`src/crxeq_pkg.sv`:
```
package crxeq_pkg;
  // ************************************************************
  // register map
  // ************************************************************
  localparam int          NUM_CHANNELS   = 4;
  localparam int          ADDR_W         = 7;
  localparam int          DATA_W         = 8;
  localparam logic [6:0]  CH0_CTRL_OFS   = 7'h00;
  localparam logic [6:0]  CH1_CTRL_OFS   = 7'h10;
  localparam logic [6:0]  CH2_CTRL_OFS   = 7'h20;
  localparam logic [6:0]  CH3_CTRL_OFS   = 7'h30;
  localparam logic [6:0]  CH_STRIDE_MASK = 7'h4f;
  localparam logic [6:0]  CH_CTRL_MATCH  = 7'h00;
  localparam int          CH_SEL_LSB     = 4;
  // ************************************************************
  // field layout
  // ************************************************************
  localparam int          RXON_POS       = 5;
  localparam int          EQC_LSB        = 0;
  localparam int          EQC_W          = 5;
  localparam logic [7:0]  CTRL_RESET     = 8'h00;
  localparam logic [7:0]  CTRL_WMASK     = 8'hff;

  typedef struct packed {
    logic       rsvd7;
    logic       rsvd6;
    logic       receiverPowerOn;
    logic [4:0] equalizerControl;
  } crxeq_ctrl_type;

  typedef struct packed {
    logic       wrEn;
    logic       rdEn;
    logic [6:0] addr;
    logic [7:0] wdata;
  } crxeq_req_type;
endpackage : crxeq_pkg

```
`src/crxeq_regfile.sv`:
```
`timescale 1ns/1ns
`default_nettype none
module crxeq_regfile #(
  parameter int DEPTH = 4
) (
  input  wire logic                       mclk,
  input  wire logic                       arst_n,
  input  wire logic                       clkEn,
  input  wire logic                       wrEn,
  input  wire logic [$clog2(DEPTH)-1:0]   wrIdx,
  input  wire logic [7:0]                 wrData,
  input  wire logic [$clog2(DEPTH)-1:0]   rdIdx,
  output logic      [7:0]                 rdData_ff,
  output logic      [DEPTH*8-1:0]         allRegs
);
  logic [7:0] mem_ff [DEPTH];

  // ************************************************************
  // storage, reset to zero
  // ************************************************************
  always_ff @(posedge mclk or negedge arst_n) begin
    if (!arst_n) begin
      for (int i = 0; i < DEPTH; i++) begin
        mem_ff[i] <= crxeq_pkg::CTRL_RESET;
      end
      rdData_ff <= crxeq_pkg::CTRL_RESET;
    end else if (clkEn) begin
      if (wrEn) begin
        mem_ff[wrIdx] <= wrData & crxeq_pkg::CTRL_WMASK;
      end
      rdData_ff <= mem_ff[rdIdx];
    end
  end

  always_comb begin
    for (int i = 0; i < DEPTH; i++) begin
      allRegs[i*8 +: 8] = mem_ff[i];
    end
  end
endmodule : crxeq_regfile
`default_nettype wire

```
`src/channel_rx_enable_eq_ctrl.sv`:
```
`timescale 1ns/1ns
`default_nettype none
// Overview of operation
// writing one powers up channel receiver
// writing zero shuts down channel receiver
// each bit drives only its channel
// hardware mode forces all receivers on
// bits four to zero form equalizer field
// reset clears receiver bit and field
module channel_rx_enable_eq_ctrl #(
  parameter int NCH = crxeq_pkg::NUM_CHANNELS
) (
  input  wire logic                 mclk,
  input  wire logic                 arst_n,
  input  wire logic                 clkEn,
  input  wire logic                 hardwareMode,
  input  wire crxeq_pkg::crxeq_req_type hostReq,
  output logic      [7:0]           rdData,
  output logic                      rdHit,
  output logic      [NCH-1:0]       receiverPowerOn,
  output logic      [NCH*5-1:0]     equalizerControl
);
  // ************************************************************
  // address decode
  // ************************************************************
  localparam int IW = $clog2(NCH);

  function automatic logic isChanCtrl(input logic [6:0] a);
    isChanCtrl = ((a & crxeq_pkg::CH_STRIDE_MASK) == crxeq_pkg::CH_CTRL_MATCH);
  endfunction : isChanCtrl

  wire logic          addrHit = isChanCtrl(hostReq.addr);
  wire logic [IW-1:0] chanIdx = hostReq.addr[crxeq_pkg::CH_SEL_LSB +: IW];
  wire logic          doWrite = hostReq.wrEn & addrHit;
  logic               rdHit_ff;
  logic [7:0]         memRd;
  logic [NCH*8-1:0]   allRegs;

  crxeq_regfile #(.DEPTH(NCH)) u_regs (
    .mclk      (mclk),
    .arst_n    (arst_n),
    .clkEn     (clkEn),
    .wrEn      (doWrite),
    .wrIdx     (chanIdx),
    .wrData    (hostReq.wdata),
    .rdIdx     (chanIdx),
    .rdData_ff (memRd),
    .allRegs   (allRegs)
  );

  always_ff @(posedge mclk or negedge arst_n) begin
    if (!arst_n) begin
      rdHit_ff <= 1'b0;
    end else if (clkEn) begin
      rdHit_ff <= hostReq.rdEn & addrHit;
    end
  end

  // unmapped reads return zero
  assign rdData = rdHit_ff ? memRd : 8'h00;
  assign rdHit  = rdHit_ff;

  // ************************************************************
  // per-channel outputs
  // ************************************************************
  always_comb begin
    crxeq_pkg::crxeq_ctrl_type c;
    c = '0;
    for (int i = 0; i < NCH; i++) begin
      c = allRegs[i*8 +: 8];
      // strap mode overrides software so lines are never left deaf
      receiverPowerOn[i]       = c.receiverPowerOn | hardwareMode; // see R1 see R2 see R3
      equalizerControl[i*5 +: 5] = c.equalizerControl;
    end
  end

  // ************************************************************
  // checks
  // ************************************************************
  a_hw_mode_on: assert property (@(posedge mclk) disable iff (!arst_n)
    hardwareMode |-> &receiverPowerOn) else $error("receiver off in hardware mode");

  a_write_sets_rx: assert property (@(posedge mclk) disable iff (!arst_n)
    (clkEn && hostReq.wrEn && hostReq.addr == crxeq_pkg::CH1_CTRL_OFS)
    |=> receiverPowerOn[1] == ($past(hostReq.wdata[crxeq_pkg::RXON_POS]) | hardwareMode))
    else $error("rx on not following write");

  a_write_clears_rx: assert property (@(posedge mclk) disable iff (!arst_n)
    (clkEn && hostReq.wrEn && hostReq.addr == crxeq_pkg::CH2_CTRL_OFS
     && !hostReq.wdata[crxeq_pkg::RXON_POS]) ##1 !hardwareMode |-> !receiverPowerOn[2])
    else $error("rx not shut down");

  a_chan_isolated: assert property (@(posedge mclk) disable iff (!arst_n)
    (clkEn && hostReq.wrEn && hostReq.addr == crxeq_pkg::CH0_CTRL_OFS)
    |=> $stable(equalizerControl[19:5]))
    else $error("write leaked into other channel");

  a_eq_field: assert property (@(posedge mclk) disable iff (!arst_n)
    (clkEn && hostReq.wrEn && hostReq.addr == crxeq_pkg::CH3_CTRL_OFS)
    |=> equalizerControl[19:15] == $past(hostReq.wdata[4:0]))
    else $error("equalizer field mismatch");

  a_reset_zero: assert property (@(posedge mclk)
    $rose(arst_n) |-> equalizerControl == '0 && (hardwareMode || receiverPowerOn == '0))
    else $error("reset value not zero");

  // ************************************************************
  // check helpers
  // ************************************************************
  // decoded once here so the per-channel checks below stay short
  wire logic       wrTaken = clkEn & hostReq.wrEn;
  wire logic       rdTaken = clkEn & hostReq.rdEn;
  wire logic       wrCh0   = wrTaken & (hostReq.addr == crxeq_pkg::CH0_CTRL_OFS);
  wire logic       wrCh1   = wrTaken & (hostReq.addr == crxeq_pkg::CH1_CTRL_OFS);
  wire logic       wrCh2   = wrTaken & (hostReq.addr == crxeq_pkg::CH2_CTRL_OFS);
  wire logic       wrCh3   = wrTaken & (hostReq.addr == crxeq_pkg::CH3_CTRL_OFS);
  wire logic       wrStray = wrTaken & ~addrHit;
  wire logic       wrRx    = hostReq.wdata[crxeq_pkg::RXON_POS];
  wire logic [4:0] wrEq    = hostReq.wdata[crxeq_pkg::EQC_LSB +: crxeq_pkg::EQC_W];

  // ************************************************************
  // per-channel write checks
  // ************************************************************
  a_ch0_rx_write: assert property (@(posedge mclk) disable iff (!arst_n)
    wrCh0 |=> receiverPowerOn[0] == ($past(wrRx) | hardwareMode))
    else $error("channel 0 rx on not following write");

  a_ch2_rx_write: assert property (@(posedge mclk) disable iff (!arst_n)
    wrCh2 |=> receiverPowerOn[2] == ($past(wrRx) | hardwareMode))
    else $error("channel 2 rx on not following write");

  a_ch3_rx_write: assert property (@(posedge mclk) disable iff (!arst_n)
    wrCh3 |=> receiverPowerOn[3] == ($past(wrRx) | hardwareMode))
    else $error("channel 3 rx on not following write");

  a_ch0_eq_write: assert property (@(posedge mclk) disable iff (!arst_n)
    wrCh0 |=> equalizerControl[4:0] == $past(wrEq))
    else $error("channel 0 equalizer field mismatch");

  a_ch1_eq_write: assert property (@(posedge mclk) disable iff (!arst_n)
    wrCh1 |=> equalizerControl[9:5] == $past(wrEq))
    else $error("channel 1 equalizer field mismatch");

  a_ch2_eq_write: assert property (@(posedge mclk) disable iff (!arst_n)
    wrCh2 |=> equalizerControl[14:10] == $past(wrEq))
    else $error("channel 2 equalizer field mismatch");

  // ************************************************************
  // channel isolation checks
  // ************************************************************
  a_ch1_eq_isolated: assert property (@(posedge mclk) disable iff (!arst_n)
    wrCh1 |=> $stable(equalizerControl[4:0]) && $stable(equalizerControl[19:10]))
    else $error("channel 1 write leaked");

  a_ch2_eq_isolated: assert property (@(posedge mclk) disable iff (!arst_n)
    wrCh2 |=> $stable(equalizerControl[9:0]) && $stable(equalizerControl[19:15]))
    else $error("channel 2 write leaked");

  a_ch3_eq_isolated: assert property (@(posedge mclk) disable iff (!arst_n)
    wrCh3 |=> $stable(equalizerControl[14:0]))
    else $error("channel 3 write leaked");

  // strap mode is held low across both cycles so it cannot mask a leak
  a_ch0_rx_isolated: assert property (@(posedge mclk) disable iff (!arst_n)
    wrCh0 && !hardwareMode ##1 !hardwareMode |-> $stable(receiverPowerOn[3:1]))
    else $error("channel 0 rx write leaked");

  a_ch1_rx_isolated: assert property (@(posedge mclk) disable iff (!arst_n)
    wrCh1 && !hardwareMode ##1 !hardwareMode
    |-> $stable(receiverPowerOn[0]) && $stable(receiverPowerOn[3:2]))
    else $error("channel 1 rx write leaked");

  a_ch2_rx_isolated: assert property (@(posedge mclk) disable iff (!arst_n)
    wrCh2 && !hardwareMode ##1 !hardwareMode
    |-> $stable(receiverPowerOn[1:0]) && $stable(receiverPowerOn[3]))
    else $error("channel 2 rx write leaked");

  a_ch3_rx_isolated: assert property (@(posedge mclk) disable iff (!arst_n)
    wrCh3 && !hardwareMode ##1 !hardwareMode |-> $stable(receiverPowerOn[2:0]))
    else $error("channel 3 rx write leaked");

  a_stray_eq_kept: assert property (@(posedge mclk) disable iff (!arst_n)
    wrStray |=> $stable(equalizerControl))
    else $error("unmapped write changed equalizer");

  a_stray_rx_kept: assert property (@(posedge mclk) disable iff (!arst_n)
    wrStray && !hardwareMode ##1 !hardwareMode |-> $stable(receiverPowerOn))
    else $error("unmapped write changed rx on");

  // ************************************************************
  // clock enable and read checks
  // ************************************************************
  a_freeze_eq: assert property (@(posedge mclk) disable iff (!arst_n)
    !clkEn |=> $stable(equalizerControl))
    else $error("equalizer moved while frozen");

  a_freeze_rx: assert property (@(posedge mclk) disable iff (!arst_n)
    !clkEn && !hardwareMode ##1 !hardwareMode |-> $stable(receiverPowerOn))
    else $error("rx on moved while frozen");

  a_freeze_rddata: assert property (@(posedge mclk) disable iff (!arst_n)
    !clkEn |=> $stable(rdData) && $stable(rdHit))
    else $error("read port moved while frozen");

  a_read_hit: assert property (@(posedge mclk) disable iff (!arst_n)
    rdTaken && addrHit |=> rdHit)
    else $error("read hit missing");

  a_read_miss: assert property (@(posedge mclk) disable iff (!arst_n)
    clkEn && !(hostReq.rdEn && addrHit) |=> !rdHit && rdData == 8'h00)
    else $error("read hit without request");

  // a write in the same cycle must not show through: the old value is read
  a_ch0_read_eq: assert property (@(posedge mclk) disable iff (!arst_n)
    rdTaken && hostReq.addr == crxeq_pkg::CH0_CTRL_OFS
    |=> rdData[4:0] == $past(equalizerControl[4:0]))
    else $error("channel 0 read data mismatch");

  a_ch1_read_eq: assert property (@(posedge mclk) disable iff (!arst_n)
    rdTaken && hostReq.addr == crxeq_pkg::CH1_CTRL_OFS
    |=> rdData[4:0] == $past(equalizerControl[9:5]))
    else $error("channel 1 read data mismatch");

  a_ch2_read_eq: assert property (@(posedge mclk) disable iff (!arst_n)
    rdTaken && hostReq.addr == crxeq_pkg::CH2_CTRL_OFS
    |=> rdData[4:0] == $past(equalizerControl[14:10]))
    else $error("channel 2 read data mismatch");

  a_ch3_read_eq: assert property (@(posedge mclk) disable iff (!arst_n)
    rdTaken && hostReq.addr == crxeq_pkg::CH3_CTRL_OFS
    |=> rdData[4:0] == $past(equalizerControl[19:15]))
    else $error("channel 3 read data mismatch");

  // no disable here: this one watches the reset itself
  a_reset_hold: assert property (@(posedge mclk)
    !arst_n |-> equalizerControl == '0 && !rdHit && rdData == 8'h00)
    else $error("state not cleared during reset");
endmodule : channel_rx_enable_eq_ctrl
`default_nettype wire

```
`config.mk`:
```
export PLATFORM = sky130hd
export DESIGN_NAME = channel_rx_enable_eq_ctrl
export DESIGN_NICKNAME = d
export VERILOG_FILES = /design/src/crxeq_pkg.sv /design/src/crxeq_regfile.sv /design/src/channel_rx_enable_eq_ctrl.sv
export SDC_FILE = /design/constraint.sdc
export NUM_CORES = 1
export LEC_CHECK = 0
export BUFFER_PORTS_ARGS = -buffer_cell sky130_fd_sc_hd__buf_4
export CAP_MARGIN = 20
export CORE_UTILIZATION = 47
export CTS_CLUSTER_SIZE = 24
export DETAILED_ROUTE_END_ITERATION = 8
export PLACE_DENSITY = 0.85
export SLEW_MARGIN = 10
export SYNTH_ARGS = -nofsm -noshare
export SYNTH_HDL_FRONTEND = slang
export SYNTH_SLANG_ARGS = --single-unit
```
`constraint.sdc`:
```
create_clock -name mclk -period 1.2 [get_ports mclk]
set_input_delay 0.36 -clock mclk [delete_from_list [all_inputs] [get_ports mclk]]
set_output_delay 0.36 -clock mclk [all_outputs]
set_load 0.01 [all_outputs]
```
# Word level (Yosys, flattened, before mapping)
# Index checks and enable logic that the tools add are counted.
# totals
register_bits,41
latch_bits,0
ram_bits,0
romBits,0
inputBits,21
output_inout_bits,33
word_cells,25
mem_count,0
# classes
add_sub_neg,0
multipliers,0
n_div,0
n_lt_le_gt_ge,2
eq_ne,0
shift,0
mux,7
n_bitwise,7
n_reduce_logical,3
# op_table
operator,n
$bwmux 32,1
$mux 8,4
$bmux 8 s2,1
$demux 8 s2,1
$logic_not 7->1,1
$or 1x1->1,4
$ge 3x3->1 const B,1
$lt 3x1->1 const B,1
$not 2->3,1
$and 1x1->1,2
$reduce_and 2->1,1
$logic_and 1x1->1,1

# Depth between registers and ports, before layout
# depth
depth_word,6
ltp_mapped,5

# Hierarchy
# From an unflattened synthesis, not the netlist that was laid out.
# hier_totals
hier_cells,133
hier_area_um2,1938.1
# modules_own_cells
module,n_inst,cells_per_inst,area_each_um2,seq_area_each_um2
crxeq_regfile,1,115,1784.2,1001.0
channel_rx_enable_eq_ctrl,1,18,153.9,25.0

# Worst setup path after synthesis
# Ideal clock, no wire load.
# synth_path
kind,input to register
startpoint,input port clkEn
endpoint,"register u_regs.mem_ff, in the netlist u_regs.allRegs[24]"
setup_ns,0.125
arrival_ns,1.539
t_required_ns,1.075
setup_slack_ns,-0.464
cell_stages,5
path_cell_list,buf_4 nor4b_4 and4_2 buf_6 mux2_2
# synth_between
elab_chain_cells,1
# synth_lines
element,line_no,text
"start, declared",channel_rx_enable_eq_ctrl.sv:15,"input wire logic clkEn,"
$reduce_and 2->1 (no source line),-,
"end signal, assigned by index",crxeq_regfile.sv:24,mem_ff[i] <= crxeq_pkg::CTRL_RESET;
"end signal, assigned by index",crxeq_regfile.sv:29,mem_ff[wrIdx] <= wrData & crxeq_pkg::CTRL_WMASK;
"end, declared",crxeq_regfile.sv:16,logic [7:0] mem_ff [DEPTH];
# Every way passes these cells.
# A chain may end at the register's enable or synchronous reset.

# Final worst setup path
# layout_path
startpoint,register rdHit_ff (netlist: rdHit)
endpoint,output port rdData[0]
# layout_between
elab_chain_cells,1
# layout_lines
element,line_no,text
"start, declared",channel_rx_enable_eq_ctrl.sv:35,logic rdHit_ff;
"start signal, assigned",channel_rx_enable_eq_ctrl.sv:55,rdHit_ff <= hostReq.rdEn & addrHit;
$mux 8,channel_rx_enable_eq_ctrl.sv:60,assign rdData = rdHit_ff ? memRd : 8'h00;
"end, declared",channel_rx_enable_eq_ctrl.sv:18,"output logic [7:0] rdData,"
# Every way passes these cells.

==> impl_metrics.tcl <==
set metrics [dict create \
    outcome "finished, violations left" \
    violations "negative setup slack" \
    grt_util_met1_pct 30.3 \
    crit_fanout 10 \
    whs_ns 0.0299 \
    power_leakage_nw 1.58 \
    endpoint_kind "output port" \
    worst_r2r_path_depth 3 \
    cts_tree "built" \
    max_stage_delay_ns 0.49 \
    via_per_inst 5.36 \
    clock-sinks 41 \
    synth_top_cell_by_area "dfrtp_1" \
    drt-pass1-iter-count 4 \
    core-area_um2 4060 \
    synth.distinct_cells 18 \
    gr-usage-all-layers_pct 24.6 \
    grt_pass1_vias 1487 \
    htreeDepth 2 \
    clk_pin_slew_worst_paths_ns 0.08 \
    drt_iter0_markers 61 \
    timing.rr.start "u_regs.allRegs[29]$_DFFE_PN0P_" \
    grt_pass1_wl_um 7630 \
    rrSetupSlack_ns -0.15 \
    wirelength_um 4820 \
    syn2layout_area_growth_pct 49.8 \
    crit_slowest_cell "dfrtp_2" \
    cp_data_required_time_ns 0.84 \
    syn-num-nets 157 \
    synthTopCellsByArea "dfrtp_1 (51%), mux2_2 (22%), mux4_2 (9.0%)" \
    grt_remaining_overflow 0 \
    synthesis.area_um2 2010 \
    endpoint "rdData[0]" \
    path_cells "and2_4 -> buf_4" \
    use_met3_pct 6.25 \
    worst-path-stages 2 \
    antenna_found_initial 0 \
    cp-start-kind "flip-flop" \
    antenna_cells 0 \
    place_inst 244 \
    hpwlAfterDp_um 3210 \
    cts_made_buffers 5 \
    dp_slack_ns -0.515 \
    p_per_area_nw_per_um2 1050 \
    worst_pin_slew_ns 0.517 \
    port_buffers 53 \
    finalHoldViolCount 0 \
    hp-class "input pin to asynchronous set/reset pin" \
    nets 232 \
    dieWidth_um 67.4 \
    reg2reg_to "u_regs.rdData_ff[5]$_DFFE_PN0P_" \
    ys_seq_area_share_pct 51.0 \
    avgSynthCellArea_um2 14.8 \
    relSlewSlack_pct 65.5 \
    gr-max-usage-layer "met2" \
    yosysWarnings 0 \
    grt_max_degree 42 \
    cp_data_arrival_time_ns 1.09 \
    path_class "flip-flop to output port" \
    clock_path_buffers 2 \
    antenna_left 0 \
    grt_util_met2_pct 41.9 \
    cp.buffers_inverters 1 \
    maxCapViolCount 0 \
    max_freq_mhz 688 \
    setup_ws_ns -0.253 \
    drc_errors 0 \
    insertion_delay_ns 0.30 \
    die_h_um 67.4 \
    io_pins 54 \
    maxSlewViolCount 0 \
    gp_congestion 0.803 \
    layout_min_cycle_time_ns 1.45 \
    die-area_um2 4550 \
    synth_seq_cells 41 \
    cp_top_family "flip-flops" \
    synth_top_area_share_pct 51.0 \
    ir_drop_mv 0.952 \
    drive_gt1_share_pct 75.9 \
    fin_skew_ns 0.00833 \
    stdcell_count 262 \
    rows 23 \
    tns_ns -9.26 \
    wl_per_cell_um 18.4 \
    via_count 1405 \
    period_share_pct 121 \
    start_util_pct 49.6 \
    setup_viol 73 \
    startpoint "rdHit$_DFFE_PN0P_" \
    syn_inst 136 \
    clock-root-buffer "clkbuf_8" \
    rsz0062_at_grt "yes" \
]
## flip-flops by register name, indices dropped and copies added (netlist names)
register and cells:
u_regs.allRegs 32, u_regs.rdData_ff 8, rdHit 1
## repair_timing
item / CTS / global route
hold buffers: 0 / 0
setup endpoints to repair: 73 / 73
setup buffers: 8 / 2
resized for setup: 70 / 2
pin swaps: 6 / 0
## per-layer routing
layer	vias to the layer above	share of wire, %
li1	623	-
met1	711	41
met2	63	51
met3	8	6.4
met4	0	1.5
met5	-	0
## worst reg2reg max path: cells and delay by family, from the launching register on
family | cells | cell delay (ns)
flip-flops | 1 | 0.40
multiplexers | 2 | 0.72
buffers and inverters | 1 | 0.12
## where the power goes
part / leakage (nW) / total (mW) / internal, mW / switching, mW
registers: 0.564 / 1.49 / 1.45 / 0.0452
logic: 0.953 / 0.515 / 0.325 / 0.190
clock network: 0.0585 / 1.15 / 0.678 / 0.472
## cells in the mapped netlist, drive strengths merged
cell type / number
nand3: 2
clkbuf: 1
inv: 1
o21ai: 1
nand4b: 2
nor3b: 1
and4: 1
or2: 4
buf: 23
mux4: 8
and2: 8
dfrtp: 41
nor2: 2
mux2: 40
nor4b: 1
## metrics by stage
stage | total power [mW] | cell area, µm² | utilization (%)
3_3_place_gp | 1.90 | 2550 | 62.8
2_1_floorplan | 1.73 | 2080 | -
4_1_cts | 3.16 | 2990 | 73.7
5_1_grt | 3.28 | 3010 | 74.3
6_report | 3.16 | 3010 | 74.3
3_5_place_dp | 1.92 | 2550 | 62.8
## worst min-delay path by stage
stage	startpoint	endpoint	slack (ns)	depth (start not counted)
final	arst_n	u_regs.allRegs[3]$_DFFE_PN0P_	0.03	1
after global placement	arst_n	u_regs.rdData_ff[3]$_DFFE_PN0P_	0.36	1
after detailed placement	arst_n	u_regs.allRegs[11]$_DFFE_PN0P_	0.37	1
after global routing	arst_n	u_regs.allRegs[3]$_DFFE_PN0P_	0.06	1
after CTS	arst_n	u_regs.allRegs[11]$_DFFE_PN0P_	0.05	1
after floorplan	arst_n	rdHit$_DFFE_PN0P_	0.06	0
## layout make-up
type,count,area [µm²]
clock buffer,7,86.3
clock inverter,1,30.0
fill,237,1040
inverter,1,3.75
multi-input combinational,70,917
sequential,41,1030
tap,50,62.6
timing repair buffer,92,886
## kinds of logic after synthesis
kind of cell | after synthesis | share of synthesized area, %
muxes | 48 | 31.3
DFF | 41 | 51.0
buffers and inverters | 25 | 9.02
and+or+nand+nor | 21 | 8.40
AOI/OAI and AO/OA | 1 | 0.249
## placed cells by master, fill, tap and decap left out
master	n
mux2_4	17
o21ai_0	1
buf_4	40
and4_4	1
nand4b_4	2
nor3b_2	1
clkbuf_8	6
mux2_2	23
nor4b_4	1
dfrtp_1	40
inv_1	1
or2_4	4
bufinv_16	1
buf_6	52
clkbuf_1	1
and2_1	5
mux4_2	8
nand3_4	1
nand3_1	1
nor2_1	2
and2_4	3
dfrtp_2	1
Note: power is estimated with default switching activity, not from simulation.
